[config.mk]
export PLATFORM = sky130hd
export DESIGN_NAME = fsl_indicator
export DESIGN_NICKNAME = d
export VERILOG_FILES = /design/src/verilog/fsl_pkg.sv /design/src/verilog/fsl_coder.sv /design/src/verilog/fsl_indicator.sv
export SDC_FILE = /design/constraint.sdc
export NUM_CORES = 1
export LEC_CHECK = 0
export BUFFER_PORTS_ARGS = -buffer_cell sky130_fd_sc_hd__buf_2
export CAP_MARGIN = 20
export CORE_ASPECT_RATIO = 0.9
export CORE_UTILIZATION = 50
export DETAILED_ROUTE_END_ITERATION = 10
export GPL_ROUTABILITY_DRIVEN = 0
export PLACE_DENSITY = 0.76
export SLEW_MARGIN = 15
export SYNTH_ARGS = -nofsm -noshare
export SYNTH_HDL_FRONTEND = slang
export SYNTH_SLANG_ARGS = --single-unit
[constraint.sdc]
create_clock -name mclk -period 4.4 [get_ports mclk]
set_input_delay 0.66 -clock mclk [delete_from_list [all_inputs] [get_ports mclk]]
set_output_delay 0.66 -clock mclk [all_outputs]
set_load 0.03 [all_outputs]
[src/verilog/fsl_pkg.sv]
// Purpose: Shared constants and carrier types for the status LED indicator
// Assumes: 50 MHz system clock
// Notes:   Times are kept in their own unit; cycle counts derive from them
`default_nettype none
package fsl_pkg;

  // ==========================================================
  // Clock and timing
  // ==========================================================
  localparam int unsigned FSL_CLK_HZ = 50000000;
  localparam int unsigned FSL_SLOW_PERIOD_MS = 1000;
  localparam int unsigned FSL_FAST_PERIOD_MS = 250;
  localparam int unsigned FSL_CODE_PERIOD_MS = 500;
  localparam int unsigned FSL_STOP_ON_MS = 1000;
  localparam int unsigned FSL_FAIL_ON_MS = 2000;
  localparam int unsigned FSL_GAP_MS = 400;
  localparam int unsigned FSL_TICK_HZ = 1000;
  localparam int unsigned FSL_MS_CYCLES = FSL_CLK_HZ / FSL_TICK_HZ;

  // ==========================================================
  // Flash codes
  // ==========================================================
  localparam logic [2:0] FSL_CNT_ONOFF = 3'h2;
  localparam logic [2:0] FSL_CNT_LOWBAT = 3'h3;
  localparam logic [2:0] FSL_CNT_JOY = 3'h4;
  localparam logic [2:0] FSL_CNT_ONE = 3'h1;
  localparam logic [2:0] FSL_CNT_TWO = 3'h2;
  localparam logic [2:0] FSL_CNT_PAUSE = 3'h1;

  // ==========================================================
  // Carriers
  // ==========================================================
  typedef struct packed {
    logic key_on;
    logic start_btn;
    logic stop_btn;
    logic id_missing;
    logic tx_fault;
    logic onoff_active;
    logic batt_low;
    logic joy_off_zero;
    logic link_up;
  } fsl_tx_in_t;

  typedef struct packed {
    logic powered;
    logic link_up;
    logic data_pulse;
    logic stop_out_err;
    logic safety_out_err;
    logic rx_fault;
    logic overvolt;
    logic overcurrent;
    logic addr_key_err;
    logic mem_err;
    logic setup_mode;
    logic setup_multi;
  } fsl_rx_in_t;

  typedef struct packed {
    logic power_green;
    logic alarm_red;
    logic status_blue;
    logic setup_yellow;
  } fsl_rx_led_t;

  typedef struct packed {
    logic slow;
    logic fast;
    logic code;
    logic ms;
  } fsl_tick_t;

endpackage
`default_nettype wire
[src/verilog/fsl_coder.sv]
// Purpose: Repeating n-flash-plus-pause code generator
// Assumes: code_tick comes from the shared timebase, one cycle wide
// Notes:   Restarts cleanly whenever the requested count changes
`timescale 1ns/100ps
`default_nettype none
module fsl_coder
  import fsl_pkg::*;
(
  input wire logic mclk,
  input wire logic arst_n,
  input wire logic code_tick,
  input wire logic [2:0] flashes,
  output logic led
);

  typedef struct packed {
    logic [2:0] req;
    logic [3:0] phase;
    logic led;
  } fsl_coder_st_t;

  fsl_coder_st_t st_q, st_d;

  // ==========================================================
  // Phase walk: even phases light, odd dark, then one pause
  // ==========================================================
  always_comb begin
    st_d = st_q;
    st_d.req = flashes;
    if (flashes != st_q.req) begin
      st_d.phase = '0;
      st_d.led = 1'b0;
    end else if (code_tick) begin
      if (flashes == 3'h0) begin
        st_d.phase = '0;
        st_d.led = 1'b0;
      end else begin
        // Pause occupies two extra half periods after the last flash
        if (st_q.phase >= {flashes, 1'b0} + {1'b0, FSL_CNT_PAUSE})
          st_d.phase = '0;
        else
          st_d.phase = st_q.phase + 4'h1;
        st_d.led = (st_d.phase < {flashes, 1'b0}) && !st_d.phase[0];
      end
    end
  end

  // Pattern state restarts on reset
  always_ff @(posedge mclk or negedge arst_n) begin
    if (!arst_n) begin
      st_q <= '0;
    end else begin
      st_q <= st_d;
    end
  end

  assign led = st_q.led;

endmodule
`default_nettype wire

[src/verilog/fsl_indicator.sv]
// Purpose: Transmitter self-diagnosis and receiver LED fault indication
// Assumes: Condition inputs are asynchronous to mclk and are synchronised
// Notes:   Power-off is a request level; the supply logic acts on it
`timescale 1ns/100ps
`default_nettype none
module fsl_indicator
  import fsl_pkg::*;
#(
  parameter int unsigned MS_CYCLES = FSL_MS_CYCLES
)(
  input wire logic mclk,
  input wire logic arst_n,
  input wire fsl_tx_in_t tx_in,
  input wire fsl_rx_in_t rx_in,
  output logic tx_led_green,
  output logic tx_led_red,
  output logic tx_beeper,
  output logic tx_power_off,
  output fsl_rx_led_t rx_led
);

  typedef enum {TX_IDLE, TX_DIAG, TX_PASS, TX_RUN, TX_RED_ON, TX_CODE,
    TX_OFF} fsl_tx_state_t;

  typedef struct packed {
    fsl_tx_in_t tx_s1;
    fsl_tx_in_t tx_s2;
    fsl_rx_in_t rx_s1;
    fsl_rx_in_t rx_s2;
    logic key_prev;
    logic data_prev;
    logic [15:0] pre;
    logic [9:0] ms;
    fsl_tick_t tick;
    logic slow_ph;
    logic fast_ph;
    fsl_tx_state_t tx_st;
    logic [11:0] hold;
    logic [2:0] code_left;
    logic code_on;
    logic [9:0] gap;
    logic green;
    logic red;
    logic off;
    fsl_rx_led_t led;
  } fsl_ind_st_t;

  fsl_ind_st_t st_q, st_d;
  logic alarm_code;
  logic setup_code;
  logic [2:0] alarm_n;
  logic [2:0] setup_n;

  // Half period of a named time minus one, in ms ticks
  function automatic logic [9:0] half_ms(input int unsigned period);
    half_ms = 10'((period / 2) - 1);
  endfunction

  // ==========================================================
  // Coded flash generators for alarm and setup LEDs
  // ==========================================================
  always_comb begin
    // Stop error outranks safety error
    if (st_q.rx_s2.stop_out_err)
      alarm_n = FSL_CNT_ONE;
    else if (st_q.rx_s2.safety_out_err)
      alarm_n = FSL_CNT_TWO;
    else
      alarm_n = 3'h0;
    if (st_q.rx_s2.addr_key_err)
      setup_n = FSL_CNT_ONE;
    else if (st_q.rx_s2.mem_err)
      setup_n = FSL_CNT_TWO;
    else
      setup_n = 3'h0;
  end

  fsl_coder u_alarm (
    .mclk(mclk),
    .arst_n(arst_n),
    .code_tick(st_q.tick.code),
    .flashes(alarm_n),
    .led(alarm_code)
  );

  fsl_coder u_setup (
    .mclk(mclk),
    .arst_n(arst_n),
    .code_tick(st_q.tick.code),
    .flashes(setup_n),
    .led(setup_code)
  );

  // ==========================================================
  // Next state
  // ==========================================================
  always_comb begin
    st_d = st_q;
    // Two-stage synchronisers; only stage two is read by logic
    st_d.tx_s1 = tx_in;
    st_d.tx_s2 = st_q.tx_s1;
    st_d.rx_s1 = rx_in;
    st_d.rx_s2 = st_q.rx_s1;
    st_d.key_prev = st_q.tx_s2.key_on;
    st_d.data_prev = st_q.rx_s2.data_pulse;

    // Free-running timebase: ms tick, then derived periods
    st_d.tick = '0;
    if (st_q.pre >= 16'(MS_CYCLES - 1)) begin
      st_d.pre = '0;
      st_d.tick.ms = 1'b1;
      st_d.ms = (st_q.ms >= 10'(FSL_SLOW_PERIOD_MS - 1)) ? '0 :
        st_q.ms + 10'h1;
    end else begin
      st_d.pre = st_q.pre + 16'h1;
    end
    if (st_q.tick.ms) begin
      if (st_q.ms == '0 || st_q.ms == half_ms(FSL_SLOW_PERIOD_MS) + 10'h1)
        st_d.slow_ph = (st_q.ms == '0);
      if (st_q.ms % 10'(FSL_FAST_PERIOD_MS / 2) == '0)
        st_d.fast_ph = !st_q.fast_ph;
      st_d.tick.code = (st_q.ms % 10'(FSL_CODE_PERIOD_MS / 2) == '0);
      st_d.tick.slow = (st_q.ms == '0);
      st_d.tick.fast = (st_q.ms % 10'(FSL_FAST_PERIOD_MS / 2) == '0);
    end

    // -------------------- Transmitter sequence --------------------
    st_d.green = 1'b0;
    st_d.red = 1'b0;
    case (st_q.tx_st)
      TX_IDLE: begin
        if (st_q.tx_s2.key_on && !st_q.key_prev) begin
          if (st_q.tx_s2.start_btn)
            st_d.tx_st = TX_PASS;
          else
            st_d.tx_st = TX_DIAG;
        end
      end
      TX_DIAG: begin
        st_d.hold = '0;
        st_d.code_on = 1'b0;
        if (st_q.tx_s2.stop_btn) begin
          st_d.hold = 12'(FSL_STOP_ON_MS);
          st_d.tx_st = TX_RED_ON;
        end else if (st_q.tx_s2.id_missing || st_q.tx_s2.tx_fault) begin
          st_d.hold = 12'(FSL_FAIL_ON_MS);
          st_d.tx_st = TX_RED_ON;
        end else if (st_q.tx_s2.onoff_active) begin
          st_d.code_left = FSL_CNT_ONOFF;
          st_d.tx_st = TX_CODE;
        end else if (st_q.tx_s2.batt_low) begin
          st_d.code_left = FSL_CNT_LOWBAT;
          st_d.tx_st = TX_CODE;
        end else if (st_q.tx_s2.joy_off_zero) begin
          st_d.code_left = FSL_CNT_JOY;
          st_d.tx_st = TX_CODE;
        end else begin
          st_d.tx_st = TX_PASS;
        end
      end
      TX_PASS: begin
        st_d.green = st_q.fast_ph;
        if (st_q.tx_s2.link_up)
          st_d.tx_st = TX_RUN;
      end
      TX_RUN: begin
        // Slow flash colour follows battery state
        st_d.green = st_q.slow_ph && !st_q.tx_s2.batt_low;
        st_d.red = st_q.slow_ph && st_q.tx_s2.batt_low;
        if (!st_q.tx_s2.link_up)
          st_d.tx_st = TX_PASS;
      end
      TX_RED_ON: begin
        st_d.red = 1'b1;
        if (st_q.tick.ms) begin
          if (st_q.hold <= 12'h1)
            st_d.tx_st = TX_OFF;
          else
            st_d.hold = st_q.hold - 12'h1;
        end
      end
      TX_CODE: begin
        st_d.red = st_q.code_on;
        if (st_q.tick.code) begin
          if (st_q.code_on) begin
            st_d.code_on = 1'b0;
            st_d.code_left = st_q.code_left - 3'h1;
            if (st_q.code_left == FSL_CNT_ONE)
              st_d.tx_st = TX_OFF;
          end else begin
            st_d.code_on = 1'b1;
          end
        end
      end
      TX_OFF: begin
        st_d.off = 1'b1;
      end
      default: begin
        st_d.tx_st = TX_IDLE;
      end
    endcase
    // Key back to 0 always ends the session
    if (!st_q.tx_s2.key_on) begin
      st_d.tx_st = TX_IDLE;
      st_d.off = 1'b0;
    end

    // -------------------- Receiver LEDs --------------------
    // Missing-transfer gap: rapid blue is blanked until data returns
    if (st_q.rx_s2.data_pulse && !st_q.data_prev)
      st_d.gap = 10'(FSL_GAP_MS);
    else if (st_q.tick.ms && st_q.gap != '0)
      st_d.gap = st_q.gap - 10'h1;

    st_d.led = '0;
    if (st_q.rx_s2.powered) begin
      // Steady green without link, slow green with it
      st_d.led.power_green = st_q.rx_s2.link_up ? st_q.slow_ph : 1'b1;
      // Internal failure outranks output codes
      if (st_q.rx_s2.rx_fault)
        st_d.led.alarm_red = 1'b1;
      else
        st_d.led.alarm_red = alarm_code;
      // Status priority: overcurrent, overvoltage, data
      if (st_q.rx_s2.overcurrent)
        st_d.led.status_blue = 1'b1;
      else if (st_q.rx_s2.overvolt)
        st_d.led.status_blue = st_q.slow_ph;
      else if (!st_q.rx_s2.link_up)
        st_d.led.status_blue = 1'b0;
      else
        st_d.led.status_blue = st_q.fast_ph && (st_q.gap != '0);
      // Errors outrank setup indication
      if (setup_n != 3'h0)
        st_d.led.setup_yellow = setup_code;
      else if (st_q.rx_s2.setup_mode)
        st_d.led.setup_yellow = st_q.rx_s2.setup_multi ? st_q.fast_ph :
          1'b1;
      else
        st_d.led.setup_yellow = 1'b0;
    end
  end

  // ==========================================================
  // State register
  // ==========================================================
  always_ff @(posedge mclk or negedge arst_n) begin
    if (!arst_n) begin
      st_q <= '0;
      st_q.tx_st <= TX_IDLE;
    end else begin
      st_q <= st_d;
    end
  end

  // Outputs from flip-flops; beeper follows red exactly
  assign tx_led_green = st_q.green;
  assign tx_led_red = st_q.red;
  assign tx_beeper = st_q.red;
  assign tx_power_off = st_q.off;
  assign rx_led = st_q.led;
endmodule
`default_nettype wire

==> impl_results.md <==
- Status: completed
- Pwr dens: 449 nW/um2
- Setup-failing EPs final: 0
- Worst Setup Path Type: register to register
- Total GRT Usage: 0.231
- Ports: 31
- Core area: 12800 um2
- Clk sinks: 124
- Count leader, synth: dfrtp_1
- Dpl hpwl: 9950 um
- Worst hold-check path type: primary input to async pin
- Setup slack, reg-to-reg: 0.41 ns
- IO Port Bufs: 30
- Critical-path top delay cell: dfrtp_1
- CTS H-tree depth: 4
- Req. time, crit path: 4.74 ns
- Largest cells by area after synthesis: dfrtp_1 (47%), ha_1 (4.0%), nor2_1 (3.9%)
- Vias/cell: 6.18
- Worst slack, placed: 0.538 ns
- Syn Area/Cell: 9.52 um2
- Leakage power: 3.23 nW
- DRT Pass-1 Iters: 6
- # Post-CTS Setup Buffers: 0
- Clock-pin slew on the worst setup and hold paths: 0.06 ns
- Slew Limit Headroom: 0.420
- CP cell instances: o211ai_2, or3_1, o211ai_1, and3_1, a21oi_1, xnor2_1, ha_1, nor2b_1, o41ai_2, o211ai_1, a221oi_2, xor2_1
- Post-Syn Area: 6640 um2
- Setup Skew: 0.0119 ns
- CTS max path bufs: 2
- Total grt overflow: 0
- Die Width: 123 um
- Initial drt markers: 722
- Post-synth top cells: dfrtp_1 (124), nor2_1 (69), nand2_1 (54)
- Vias in the first global route: 5054
- Cell repeated most along the worst path: o211ai_1
- Fin crit period: 3.99 ns
- WP data arrival: 4.32 ns
- Area leader, netlist: dfrtp_1
- Ys flop type: dfrtp_1
- Vias: 5494
- Global-route wire length before repair: 24700 um
- # diodes: 0
- Clk root buf: clkbuf_16
- Clock Latency Late Sink: 0.42 ns
- Crit end category: register
- Largest net degree at the start of global routing: 59
- Max Cap Viol: 0
- Slowest stage delay, CP: 0.91 ns
- Synth Warn #: 0
- Post-synthesis cell count: 697
- Die Area: 13700 um2
- TritonCTS Buffers: 17
- Ys async rst share: 1.00
- Initial Util: 0.517
- Area grow syn2layout: 12.3%
- Slew Viols, Final: 0
- Chip height: 111 um
- CTS tree: yes
- Post-synth EDFFs: 0
- Count of final hold-check violations: 0
- Max Freq: 251 MHz
- DR WL/cell: 16.5 um
- Share of post-route cells with drive strength above 1: 0.116
- Netlist cell types: 73
- CP Launch Type: register
- Synth top area share: 0.468
- Post-Route Setup TNS: 0 ns
- Post-synthesis sequential area ratio: 0.468
- Antenna viol nets, final: 0
- Final Net Count: 756
- Drc violations: 0
- Site Rows: 39
- Worst Tran Pin Value: 0.869 ns
- Critical path peak fanout: 29
- Hold buffers post-CTS: 0
- Syn nets: 741
- Period utilization: 0.906
- Post-cts repair resize count: 0
- Antenna violations before repair: 0
- FF+latch count, synth: 124
- Final WL: 14600 um
- Unrepaired setup endpoints after global routing: false
- Peak VDD IR: 0.000356 V
- Setup WS post-layout: 0.412 ns
==> critical path, delay by kind of cell (launching register included) <==
family                   cells  cell delay (ns)
adder cells (fa/ha/maj)      1             0.26
AO/OA/AOI/OAI                6             1.39
XOR/XNOR                     2             0.36
flip-flops                   1             0.91
AND/OR/NAND/NOR              3             0.97
==> cell type report <==
cell class,count,area (um2)
Clock buffer,21,450
Sequential cell,124,3100
Fill cell,1067,5380
Timing Repair Buffer,37,205
Clock inverter,11,168
Tap cell,164,205
Multi-Input combinational cell,504,3220
Inverter,28,105
==> report_power, final <==
group | internal [mW] | total (mW) | switching [mW] | leakage [nW]
Sequential | 1.24 | 1.35 | 0.113 | 1.55
Combinational | 0.220 | 0.541 | 0.321 | 1.38
Clock | 0.960 | 1.46 | 0.496 | 0.297
Total | 2.42 | 3.35 | 0.930 | 3.23
==> metal layers <==
metal,vias up,share of wire,global-route usage
met2,206,0.48,0.348
met1,2686,0.44,0.312
met3,46,0.055,0.0535
met4,0,0.028,0.109
li1,2556,-,-
met5,-,0,0
==> cells by family after synthesis <==
kind of cell,share of synthesized area
adder cells (fa/ha/maj),0.0411
multiplexers,0.00603
flip-flops,0.468
buffers and inverters,0.0477
AO/OA/AOI/OAI,0.194
AND/OR/NAND/NOR,0.200
XOR/XNOR,0.0436
==> layout by cell type, fill, tap and decap left out, types with 10 or more instances in the layout <==
cell type and instances:
xnor2_1 23, nor3_1 25, or3_1 11, o211ai_1 10, and2_1 11, nand3_1 17
inv_1 26, ha_1 21, a31oi_1 12, clkbuf_16 17, nand2_1 54, buf_2 29
nor2_1 69, a21oi_1 38, o21ai_0 40, dfrtp_1 124, nor4_1 11, o31ai_1 13
xor2_1 10, and3_1 10
==> worst paths after layout <==
path | from | endpoint | cells after the start
setup / recovery | st_q[74] | st_q[65] | 12
hold / removal | arst_n | st_q[34] | 1
setup reg to reg | st_q[74] | st_q[65] | 12
hold reg to reg | st_d[103] | st_q[103] | 0
max in group asynchronous | arst_n | st_d[107] | 2
min in group mclk | st_d[103] | st_q[103] | 0
==> metrics by stage <==
step,power [mW],util,cells,area (um2),hold WS [ns]
after floorplan,1.76,-,697,6640,0.331
after global placement,1.87,0.533,857,6840,0.332
after detailed placement,1.90,0.533,857,6840,0.335
after CTS,3.38,0.581,889,7450,0.318
after global routing,3.51,0.581,889,7450,0.328
final,3.35,0.581,889,7450,0.304
==> flip-flops by register name, indices dropped and copies added, names as in the netlist <==
name,cells
tx_led_green,1
u_alarm.st_q,6
st_q,80
tx_power_off,1
rx_led,4
u_alarm.led,1
u_setup.st_q,6
tx_beeper,1
u_setup.led,1
st_d,23
Note: power is estimated with default switching activity, not from simulation.
